**src/css_pkg.sv**
```systemverilog
`default_nettype none
package css_pkg;

  // ------------------------------------------------------------
  // Timing
  // ------------------------------------------------------------
  localparam int unsigned CLK_MHZ           = 250;
  localparam int unsigned SLOW_RATE_KHZ     = 2500;
  // Slow default configuration clock: mclk cycles per half period, rounded down
  localparam int unsigned SLOW_HALF_CYC     = (CLK_MHZ * 1000) / (2 * SLOW_RATE_KHZ);
  localparam int unsigned CLEAR_FRAMES_DFLT = 16;
  localparam int unsigned FRAME_BITS_DFLT   = 32;
  localparam int unsigned FRAME_CNT_DFLT    = 8;

  // ------------------------------------------------------------
  // Start-up stage positions
  // ------------------------------------------------------------
  localparam logic [2:0] POS_FLOAT_DFLT = 3'h1;
  localparam logic [2:0] POS_RESET_DFLT = 3'h2;
  localparam logic [2:0] POS_STORE_DFLT = 3'h2;
  localparam logic [2:0] POS_LAST       = 3'h7;

  typedef enum logic [2:0] {
    CSS_CLEAR,
    CSS_HOLD,
    CSS_LOAD,
    CSS_START,
    CSS_RUN
  } css_state_t;

  // Start-up options, sampled while loading
  typedef struct packed {
    logic [2:0] pos_float;
    logic [2:0] pos_reset;
    logic [2:0] pos_store;
    logic       wait_done;
    logic       wait_lock;
    logic [2:0] lock_stage;
  } css_opt_t;

  // Global controls, high while asserted
  typedef struct packed {
    logic output_float;
    logic state_reset;
    logic store_block;
  } css_glob_t;

endpackage : css_pkg
`default_nettype wire

```
**src/css_sequencer.sv**
```systemverilog
`default_nettype none
// Overview of operation
// - Clear memory, then load frames, then run start-up, strictly in order.
// - Sequence starts by itself after reset; a low status pin only delays loading.
// - Low reconfiguration request restarts the sequence from memory clearing.
// - Status pin driven low while clearing, released when clearing ends.
// - Finish pin rises only after clearing and loading complete, as start-up begins.
// - Status pin is open-drain: only pulled low, never driven high.
// - After clearing, wait while status pin reads low before loading.
// - Default: output-float released one clock after finish rises.
// - Default: state-reset and store-block released one clock after that.
// - Release positions of the three controls are selectable by option.
// - Optionally hold releases until the shared finish line reads high.
// - Optionally pause at a chosen stage until all selected loops lock.
// - Configuration data arrives as frames loaded one after another.
// - Stored frames can be read back with the live user state.
// - Configuration clock starts slow and speeds up after rate bits arrive.
module css_sequencer #(
  parameter int unsigned CLEAR_FRAMES = css_pkg::CLEAR_FRAMES_DFLT,
  parameter int unsigned FRAME_BITS   = css_pkg::FRAME_BITS_DFLT,
  parameter int unsigned FRAME_CNT    = css_pkg::FRAME_CNT_DFLT,
  parameter int unsigned LOCK_W       = 2
) (
  // Clock and reset
  input  wire  logic                  mclk_i,
  input  wire  logic                  reset_i,
  input  wire  logic                  ce_i,
  // Outside pins
  input  wire  logic                  reconfig_req_n_i,
  input  wire  logic                  init_status_i,
  output logic                        init_status_o,
  output logic                        init_status_oe_o,
  input  wire  logic                  finish_line_i,
  output logic                        finish_o,
  output logic                        finish_oe_o,
  output logic                        config_clock_o,
  // Configuration data
  input  wire  logic                  frame_valid_i,
  input  wire  logic [FRAME_BITS-1:0] frame_data_i,
  input  wire  logic                  rate_valid_i,
  input  wire  logic [7:0]            rate_half_i,
  input  wire  css_pkg::css_opt_t     opt_i,
  // Readback
  input  wire  logic                  rb_req_i,
  input  wire  logic [$clog2(FRAME_CNT)-1:0] rb_addr_i,
  input  wire  logic [FRAME_BITS-1:0] user_state_i,
  output logic                        rb_valid_o,
  output logic [FRAME_BITS-1:0]       rb_frame_o,
  output logic [FRAME_BITS-1:0]       rb_user_o,
  // Loops and globals
  input  wire  logic [LOCK_W-1:0]     lock_sel_i,
  input  wire  logic [LOCK_W-1:0]     lock_i,
  output css_pkg::css_glob_t          glob_o
);

  localparam int AW = $clog2(FRAME_CNT);
  localparam int CW = $clog2(CLEAR_FRAMES + 1);

  // ------------------------------------------------------------
  // Sequencer state
  // ------------------------------------------------------------
  css_pkg::css_state_t     state_r, state_nxt;
  logic [CW-1:0]           clr_cnt_r, clr_cnt_nxt;
  logic [AW:0]             frm_cnt_r, frm_cnt_nxt;
  logic [2:0]              stage_r, stage_nxt;
  css_pkg::css_opt_t       opt_r, opt_nxt;
  logic                    init_low_r, init_low_nxt;
  logic                    finish_r, finish_nxt;
  css_pkg::css_glob_t      glob_r, glob_nxt;
  logic [FRAME_BITS-1:0]   mem_r [FRAME_CNT];
  logic                    mem_we;
  logic                    lock_ok;
  logic                    done_ok;

  // Position is reached once the stage count equals or passes it
  function automatic logic reached(input logic [2:0] pos, input logic [2:0] stage);
    reached = (stage >= pos);
  endfunction : reached

  assign lock_ok = ((lock_i & lock_sel_i) == lock_sel_i);
  assign done_ok = !opt_r.wait_done || finish_line_i;
  assign mem_we  = (state_r == css_pkg::CSS_LOAD) && frame_valid_i;

  always_comb
  begin
    state_nxt    = state_r;
    clr_cnt_nxt  = clr_cnt_r;
    frm_cnt_nxt  = frm_cnt_r;
    stage_nxt    = stage_r;
    opt_nxt      = opt_r;
    init_low_nxt = 1'b0;
    finish_nxt   = finish_r;
    glob_nxt     = glob_r;
    case (state_r)
      css_pkg::CSS_CLEAR:
      begin
        init_low_nxt = 1'b1;
        glob_nxt     = '{output_float: 1'b1, state_reset: 1'b1, store_block: 1'b1};
        finish_nxt   = 1'b0;
        if (clr_cnt_r == CW'(CLEAR_FRAMES - 1))
        begin
          init_low_nxt = 1'b0;
          state_nxt    = css_pkg::CSS_HOLD;
        end
        else
        begin
          clr_cnt_nxt = clr_cnt_r + CW'(1);
        end
      end
      css_pkg::CSS_HOLD:
      begin
        // Pin still low means an outside party delays loading
        if (init_status_i && !init_low_r)
        begin
          state_nxt   = css_pkg::CSS_LOAD;
          frm_cnt_nxt = '0;
        end
      end
      css_pkg::CSS_LOAD:
      begin
        if (frame_valid_i)
        begin
          frm_cnt_nxt = frm_cnt_r + (AW+1)'(1);
          if (frm_cnt_r == (AW+1)'(FRAME_CNT - 1))
          begin
            opt_nxt    = opt_i;
            state_nxt  = css_pkg::CSS_START;
            stage_nxt  = '0;
            finish_nxt = 1'b1;
          end
        end
      end
      css_pkg::CSS_START:
      begin
        if (!(opt_r.wait_lock && stage_r == opt_r.lock_stage && !lock_ok)
            && done_ok)
        begin
          stage_nxt = stage_r + 3'h1;
          if (reached(opt_r.pos_float, stage_nxt))
            glob_nxt.output_float = 1'b0;
          if (reached(opt_r.pos_reset, stage_nxt))
            glob_nxt.state_reset = 1'b0;
          if (reached(opt_r.pos_store, stage_nxt))
            glob_nxt.store_block = 1'b0;
          if (stage_r == css_pkg::POS_LAST - 3'h1)
            state_nxt = css_pkg::CSS_RUN;
        end
      end
      default:
      begin
        glob_nxt = '0;
      end
    endcase
    if (!reconfig_req_n_i)
    begin
      state_nxt    = css_pkg::CSS_CLEAR;
      clr_cnt_nxt  = '0;
      init_low_nxt = 1'b1;
      finish_nxt   = 1'b0;
      glob_nxt     = '{output_float: 1'b1, state_reset: 1'b1, store_block: 1'b1};
    end
  end

  always_ff @(posedge mclk_i)
  begin
    if (reset_i)
    begin
      state_r    <= css_pkg::CSS_CLEAR;
      clr_cnt_r  <= '0;
      frm_cnt_r  <= '0;
      stage_r    <= '0;
      opt_r      <= '{pos_float: css_pkg::POS_FLOAT_DFLT, pos_reset: css_pkg::POS_RESET_DFLT,
                      pos_store: css_pkg::POS_STORE_DFLT, default: '0};
      init_low_r <= 1'b1;
      finish_r   <= 1'b0;
      glob_r     <= '{output_float: 1'b1, state_reset: 1'b1, store_block: 1'b1};
    end
    else if (ce_i)
    begin
      state_r    <= state_nxt;
      clr_cnt_r  <= clr_cnt_nxt;
      frm_cnt_r  <= frm_cnt_nxt;
      stage_r    <= stage_nxt;
      opt_r      <= opt_nxt;
      init_low_r <= init_low_nxt;
      finish_r   <= finish_nxt;
      glob_r     <= glob_nxt;
    end
  end

  // ------------------------------------------------------------
  // Frame store and readback
  // ------------------------------------------------------------
  logic                  rb_valid_r;
  logic [FRAME_BITS-1:0] rb_frame_r, rb_user_r;

  always_ff @(posedge mclk_i)
  begin
    if (ce_i && mem_we)
      mem_r[frm_cnt_r[AW-1:0]] <= frame_data_i;
  end

  always_ff @(posedge mclk_i)
  begin
    if (reset_i)
    begin
      rb_valid_r <= 1'b0;
      rb_frame_r <= '0;
      rb_user_r  <= '0;
    end
    else if (ce_i)
    begin
      rb_valid_r <= rb_req_i;
      if (rb_req_i)
      begin
        rb_frame_r <= mem_r[rb_addr_i];
        rb_user_r  <= user_state_i;
      end
    end
  end

  // ------------------------------------------------------------
  // Configuration clock
  // ------------------------------------------------------------
  // Rate only rises: a slower request is ignored, as the source may not keep up
  logic [7:0] half_r;
  logic [7:0] div_r;
  logic       config_clock_r;

  always_ff @(posedge mclk_i)
  begin
    if (reset_i)
    begin
      half_r <= 8'(css_pkg::SLOW_HALF_CYC);
      div_r  <= 8'h00;
      config_clock_r <= 1'b0;
    end
    else if (ce_i)
    begin
      if (rate_valid_i && rate_half_i != 8'h00 && rate_half_i < half_r)
        half_r <= rate_half_i;
      if (div_r + 8'h01 >= half_r)
      begin
        div_r  <= 8'h00;
        config_clock_r <= ~config_clock_r;
      end
      else
      begin
        div_r <= div_r + 8'h01;
      end
    end
  end

  // ------------------------------------------------------------
  // Pin outputs
  // ------------------------------------------------------------
  assign init_status_o    = 1'b0;
  assign init_status_oe_o = init_low_r;
  assign finish_o         = finish_r;
  assign finish_oe_o      = 1'b1;
  assign config_clock_o   = config_clock_r;
  assign glob_o           = glob_r;
  assign rb_valid_o       = rb_valid_r;
  assign rb_frame_o       = rb_frame_r;
  assign rb_user_o        = rb_user_r;

  // ------------------------------------------------------------
  // Checks
  // ------------------------------------------------------------
  float_after_finish_a: assert property (@(posedge mclk_i) disable iff (reset_i)
    $rose(finish_r) && opt_r.pos_float == css_pkg::POS_FLOAT_DFLT && !opt_r.wait_lock
    && !opt_r.wait_done && ce_i && reconfig_req_n_i
    |-> glob_r.output_float ##1 !glob_r.output_float)
    else $error("output float not released one clock after finish");
  reset_after_float_a: assert property (@(posedge mclk_i) disable iff (reset_i)
    $fell(glob_r.output_float) && opt_r.pos_reset == 3'h2 && opt_r.pos_store == 3'h2
    && opt_r.pos_float == 3'h1 && ce_i && done_ok && !opt_r.wait_lock
    |=> !glob_r.state_reset && !glob_r.store_block)
    else $error("state reset or store not released after float");
  init_low_clear_a: assert property (@(posedge mclk_i) disable iff (reset_i)
    state_r == css_pkg::CSS_CLEAR |-> init_status_oe_o)
    else $error("status pin not pulled low while clearing");
  init_never_high_a: assert property (@(posedge mclk_i) disable iff (reset_i)
    !init_status_o)
    else $error("status pin driven high");
  hold_wait_a: assert property (@(posedge mclk_i) disable iff (reset_i)
    state_r == css_pkg::CSS_HOLD && !init_status_i && reconfig_req_n_i
    |=> state_r == css_pkg::CSS_HOLD)
    else $error("loading entered while status pin low");
  restart_clear_a: assert property (@(posedge mclk_i) disable iff (reset_i)
    !reconfig_req_n_i && ce_i |=> state_r == css_pkg::CSS_CLEAR && !finish_r)
    else $error("request did not restart clearing");
  finish_only_late_a: assert property (@(posedge mclk_i) disable iff (reset_i)
    finish_r |-> state_r inside {css_pkg::CSS_START, css_pkg::CSS_RUN})
    else $error("finish high before loading complete");
  globals_held_a: assert property (@(posedge mclk_i) disable iff (reset_i)
    state_r inside {css_pkg::CSS_HOLD, css_pkg::CSS_LOAD}
    |-> glob_r.output_float && glob_r.state_reset && glob_r.store_block)
    else $error("global control released before start-up");
  lock_pause_a: assert property (@(posedge mclk_i) disable iff (reset_i)
    state_r == css_pkg::CSS_START && opt_r.wait_lock && stage_r == opt_r.lock_stage
    && !lock_ok && reconfig_req_n_i |=> $stable(stage_r))
    else $error("start-up advanced without lock");
  sync_pause_a: assert property (@(posedge mclk_i) disable iff (reset_i)
    state_r == css_pkg::CSS_START && opt_r.wait_done && !finish_line_i
    && reconfig_req_n_i |=> $stable(glob_r))
    else $error("release while shared finish line low");

endmodule : css_sequencer
`default_nettype wire

```
**config.mk**
```make
export PLATFORM = sky130hd
export DESIGN_NAME = css_sequencer
export DESIGN_NICKNAME = d
export VERILOG_FILES = /design/src/css_pkg.sv /design/src/css_sequencer.sv
export SDC_FILE = /design/constraint.sdc
export NUM_CORES = 1
export LEC_CHECK = 0
export ABC_AREA = 0
export ABC_CLOCK_PERIOD_IN_PS = 5800
export BUFFER_PORTS_ARGS = -buffer_cell sky130_fd_sc_hd__buf_4
export CORE_MARGIN = 10
export CORE_UTILIZATION = 45
export CTS_CLUSTER_DIAMETER = 200
export DETAILED_ROUTE_END_ITERATION = 8
export SLEW_MARGIN = 15
export SYNTH_ARGS = -nofsm -noshare
export SYNTH_HDL_FRONTEND = slang
export SYNTH_SLANG_ARGS = --single-unit
```
**constraint.sdc**
```tcl
create_clock -name mclk_i -period 5.8 [get_ports mclk_i]
set_input_delay 1.16 -clock mclk_i [delete_from_list [all_inputs] [get_ports mclk_i]]
set_output_delay 1.16 -clock mclk_i [all_outputs]
set_load 0.01 [all_outputs]
```
==> qor.yml <==
status:
  status: "finished clean"
sta:
  final-setup-viol-count: 0
  worstMarginPinSlew_ns: 1.125
  max_freq_mhz: 289.9
  relSlewSlack_pct: 24.63
  worst_slack_ns: 2.351
  skew_ns: 0.01749
  rsz0062_at_grt: "no"
  hold_viol_final: 0
  maxSlewViolCount: 0
  min_period_ns: 3.449
  finalCritPeriodShare_pct: 59.47
  setup_tns_ns: 0
worst_setup_path:
  rrSetupSlack_ns: 2.73
  required_ns: 6.02
  critical_path_class: "in -> reg"
  worstReg2RegStart: "div_r[0]$_SDFFE_PP0P_"
  critPathCapture: "mem_r[4][7]$_DFFE_PP_"
  reg2reg_to: "div_r[2]$_SDFFE_PP0P_"
  critPathArrivalTime_ns: 3.67
  worstPathMaxFanout: 22
  endpoint_kind: "register"
  critical_path.startpoint: "ce_i"
  cp-start-kind: "input pin"
  reg2reg_depth: 10
floorplanning:
  start_util_pct: 45.52
  die_w_microns: 201.4
  io_pins: 175
  core-area_sq_um: 32540
  die_h_microns: 201.4
  die_area_sq_um: 40570
  row_count: 66
routing:
  wl_per_cell_microns: 19.48
  via_per_inst: 5.230
  firstDrtPassIters: 5
  final_antenna_net_count: 0
  vias: 8578
  drt_iter0_drc: 442
  route.detailed.drc: 0
  wirelength_microns: 31950
global_routing:
  grt_start_max_net_pins: 98
  grt_pass1_wl_microns: 50580
  grt_pass1_vias: 8799
  grt_antenna_before_repair: 0
  overflow: 0
  grt.total_usage_pct: 15.55
cts:
  post_cts_resized: 0
  cts-htree-levels: 2
  clockBufferDepth: 3
  cts_buffers: 40
  insertion_delay_ns: 0.52
  cts_tree: "yes"
  clk_pin_slew_worst_paths_ns: 0.06
  ctsHoldBuffers: 0
  clkSinkCount: 372
  cts_root_buf: "clkbuf_16"
  post_cts_buffers: 0
logic_synthesis:
  avgSynthCellArea_sq_um: 14.78
  yosys_warnings: 0
  synth_area_sq_um: 14810
  synth_nets: 1134
  synth-edff-count: 256
  async_reset_ff_share_pct: 0
  synth_most_common_cell: "edfxtp_1"
  ys_ff_latch: 372
  synth_cell_types: 53
  ys_top_cells_by_area: "edfxtp_1 (52%), dfxtp_1 (16%), mux4_2 (9.7%), nand2_1 (3.2%), mux2i_1 (2.7%)"
  ys_top_cells_by_count: "edfxtp_1 (256), nand2_1 (126), dfxtp_1 (116)"
  synthCells: 1002
  ys.flop_type: "edfxtp_1"
  synth_top_area_cell: "edfxtp_1"
  synth_top_area_share_pct: 51.91
  ys_seq_area_share_pct: 67.58
cells_and_area:
  diodes: 0
  final_util_pct: 54.69
  fill_cells: 2723
  fin_nets: 1298
  area_growth_syn_to_layout_pct: 20.14
  drive_gt1_share_pct: 27.30
flow_run:
  maxCapViolCount: 0
pwr:
  vdd.ir_drop.worst_mv: 0.2576
  powerDensity_nw_per_um2: 320.0
  p_leak_nw: 6.465
  fin_total_pwr_mw: 5.693
hold_path:
  min_path_cells: 1
  hp-class: "reg -> reg"
placement:
  pre_cts_slack_ns: 1.733
  globalplace.congestion: 0.7854
  hpwlAfterDp_microns: 20210
  port_buffers: 172
## sequential cells by signal (all words and copies together), names as in the netlist, 3 cells and up
name and flops:
clr_cnt_r 5, div_r 8, frm_cnt_r 4, glob_o 3, half_r 8, mem_r 256, opt_r 14, rb_frame_o 32
rb_user_o 32, stage_r 3, state_r 3
## layout by cell type, fill, tap and decap left out, types with 3 or more instances in the layout
master     synthesis  routed
o21ai_0            4       4
nand3_1           18      18
clkbuf_8           0      10
buf_4             11     180
clkbuf_16          0      41
or3_1              4       4
clkbuf_1          25       8
inv_1             23      23
nor2_4             0       6
mux4_2            64      64
o211ai_1           7       7
nor2b_1            3       3
nand3b_1           5       5
a21o_1            11      11
xnor2_1            6       6
nor4_1             3       3
a31oi_1            5       5
a211oi_1          33      33
nand4_1            4       4
nand2_1          126     126
nand2b_1          12      12
nor2_1            66      60
edfxtp_1         256     256
ha_1              30      30
xor2_1             7       7
o31ai_1            4       4
mux2i_1           40      40
clkinv_2           0       7
nor3b_1            4       4
a21oi_1           63      63
dfxtp_1          116     116
## metal layers
| metal | wire length, microns | GRT usage [%] |
|---|---|---|
| met1 | 14990 | 21.39 |
| met2 | 14860 | 24.75 |
| met3 | 1692 | 3.534 |
| met4 | 402 | 3.329 |
| met5 | 0 | 0 |
## stage by stage
stage,cell area [sq um],hold slack (ns),instances
2_1_floorplan,14810,0.4363,1002
3_3_place_gp,16490,0.4374,1566
3_5_place_dp,16490,0.4447,1566
4_1_cts,17790,0.4553,1640
5_1_grt,17790,0.4779,1640
6_report,17790,0.4540,1640
## worst max-delay path, stage by stage
cell,delay (ns)
buf_4,0.23
inv_1,0.26
nor2_2,0.23
nand2_1,0.17
or3_1,0.56
nor2_4,0.69
buf_4,0.34
## kinds of logic after synthesis
group	after synthesis	share of synthesized area [%]
multiplexers	104	12.44
other	2	0.05071
AND/OR/NAND/NOR	260	8.017
buffers and inverters	81	2.509
flip-flops	372	67.58
XOR/XNOR	13	0.7688
AO/OA/AOI/OAI	140	6.100
adder cells (fa/ha/maj)	30	2.534
## power by group
group,leakage (nW),switching (mW),total [mW],internal [mW]
sequential,3.25,0.0178,2.88,2.86
combinational,2.57,0.173,0.330,0.158
clock,0.650,0.998,2.48,1.48
total,6.47,1.19,5.69,4.50
## worst min path at each step
stage                                    start                         end  slack [ns]
floorplan               opt_r[10]$_SDFFE_PP0P_      opt_r[10]$_SDFFE_PP0P_        0.44
global placement        glob_o[2]$_SDFFE_PP1P_      glob_o[2]$_SDFFE_PP1P_        0.44
detailed placement      glob_o[2]$_SDFFE_PP1P_      glob_o[2]$_SDFFE_PP1P_        0.44
CTS                 rb_user_o[22]$_SDFFE_PP0P_  rb_user_o[22]$_SDFFE_PP0P_        0.46
global route         rb_user_o[8]$_SDFFE_PP0P_   rb_user_o[8]$_SDFFE_PP0P_        0.48
finish                  glob_o[2]$_SDFFE_PP1P_      glob_o[2]$_SDFFE_PP1P_        0.45
## layout make-up
class                           instances  area (sq um)  share of cell area, %
Multi-Input combinational cell        549          4487                  25.22
Timing Repair Buffer                  180          1351                  7.594
Sequential cell                       372         10010                  56.25
Inverter                               23         86.33                 0.4852
Clock inverter                         13         97.59                 0.5485
Tap cell                              442         553.0                  3.108
Clock buffer                           61          1209                  6.793
Note: power is estimated with default switching activity, not from simulation.
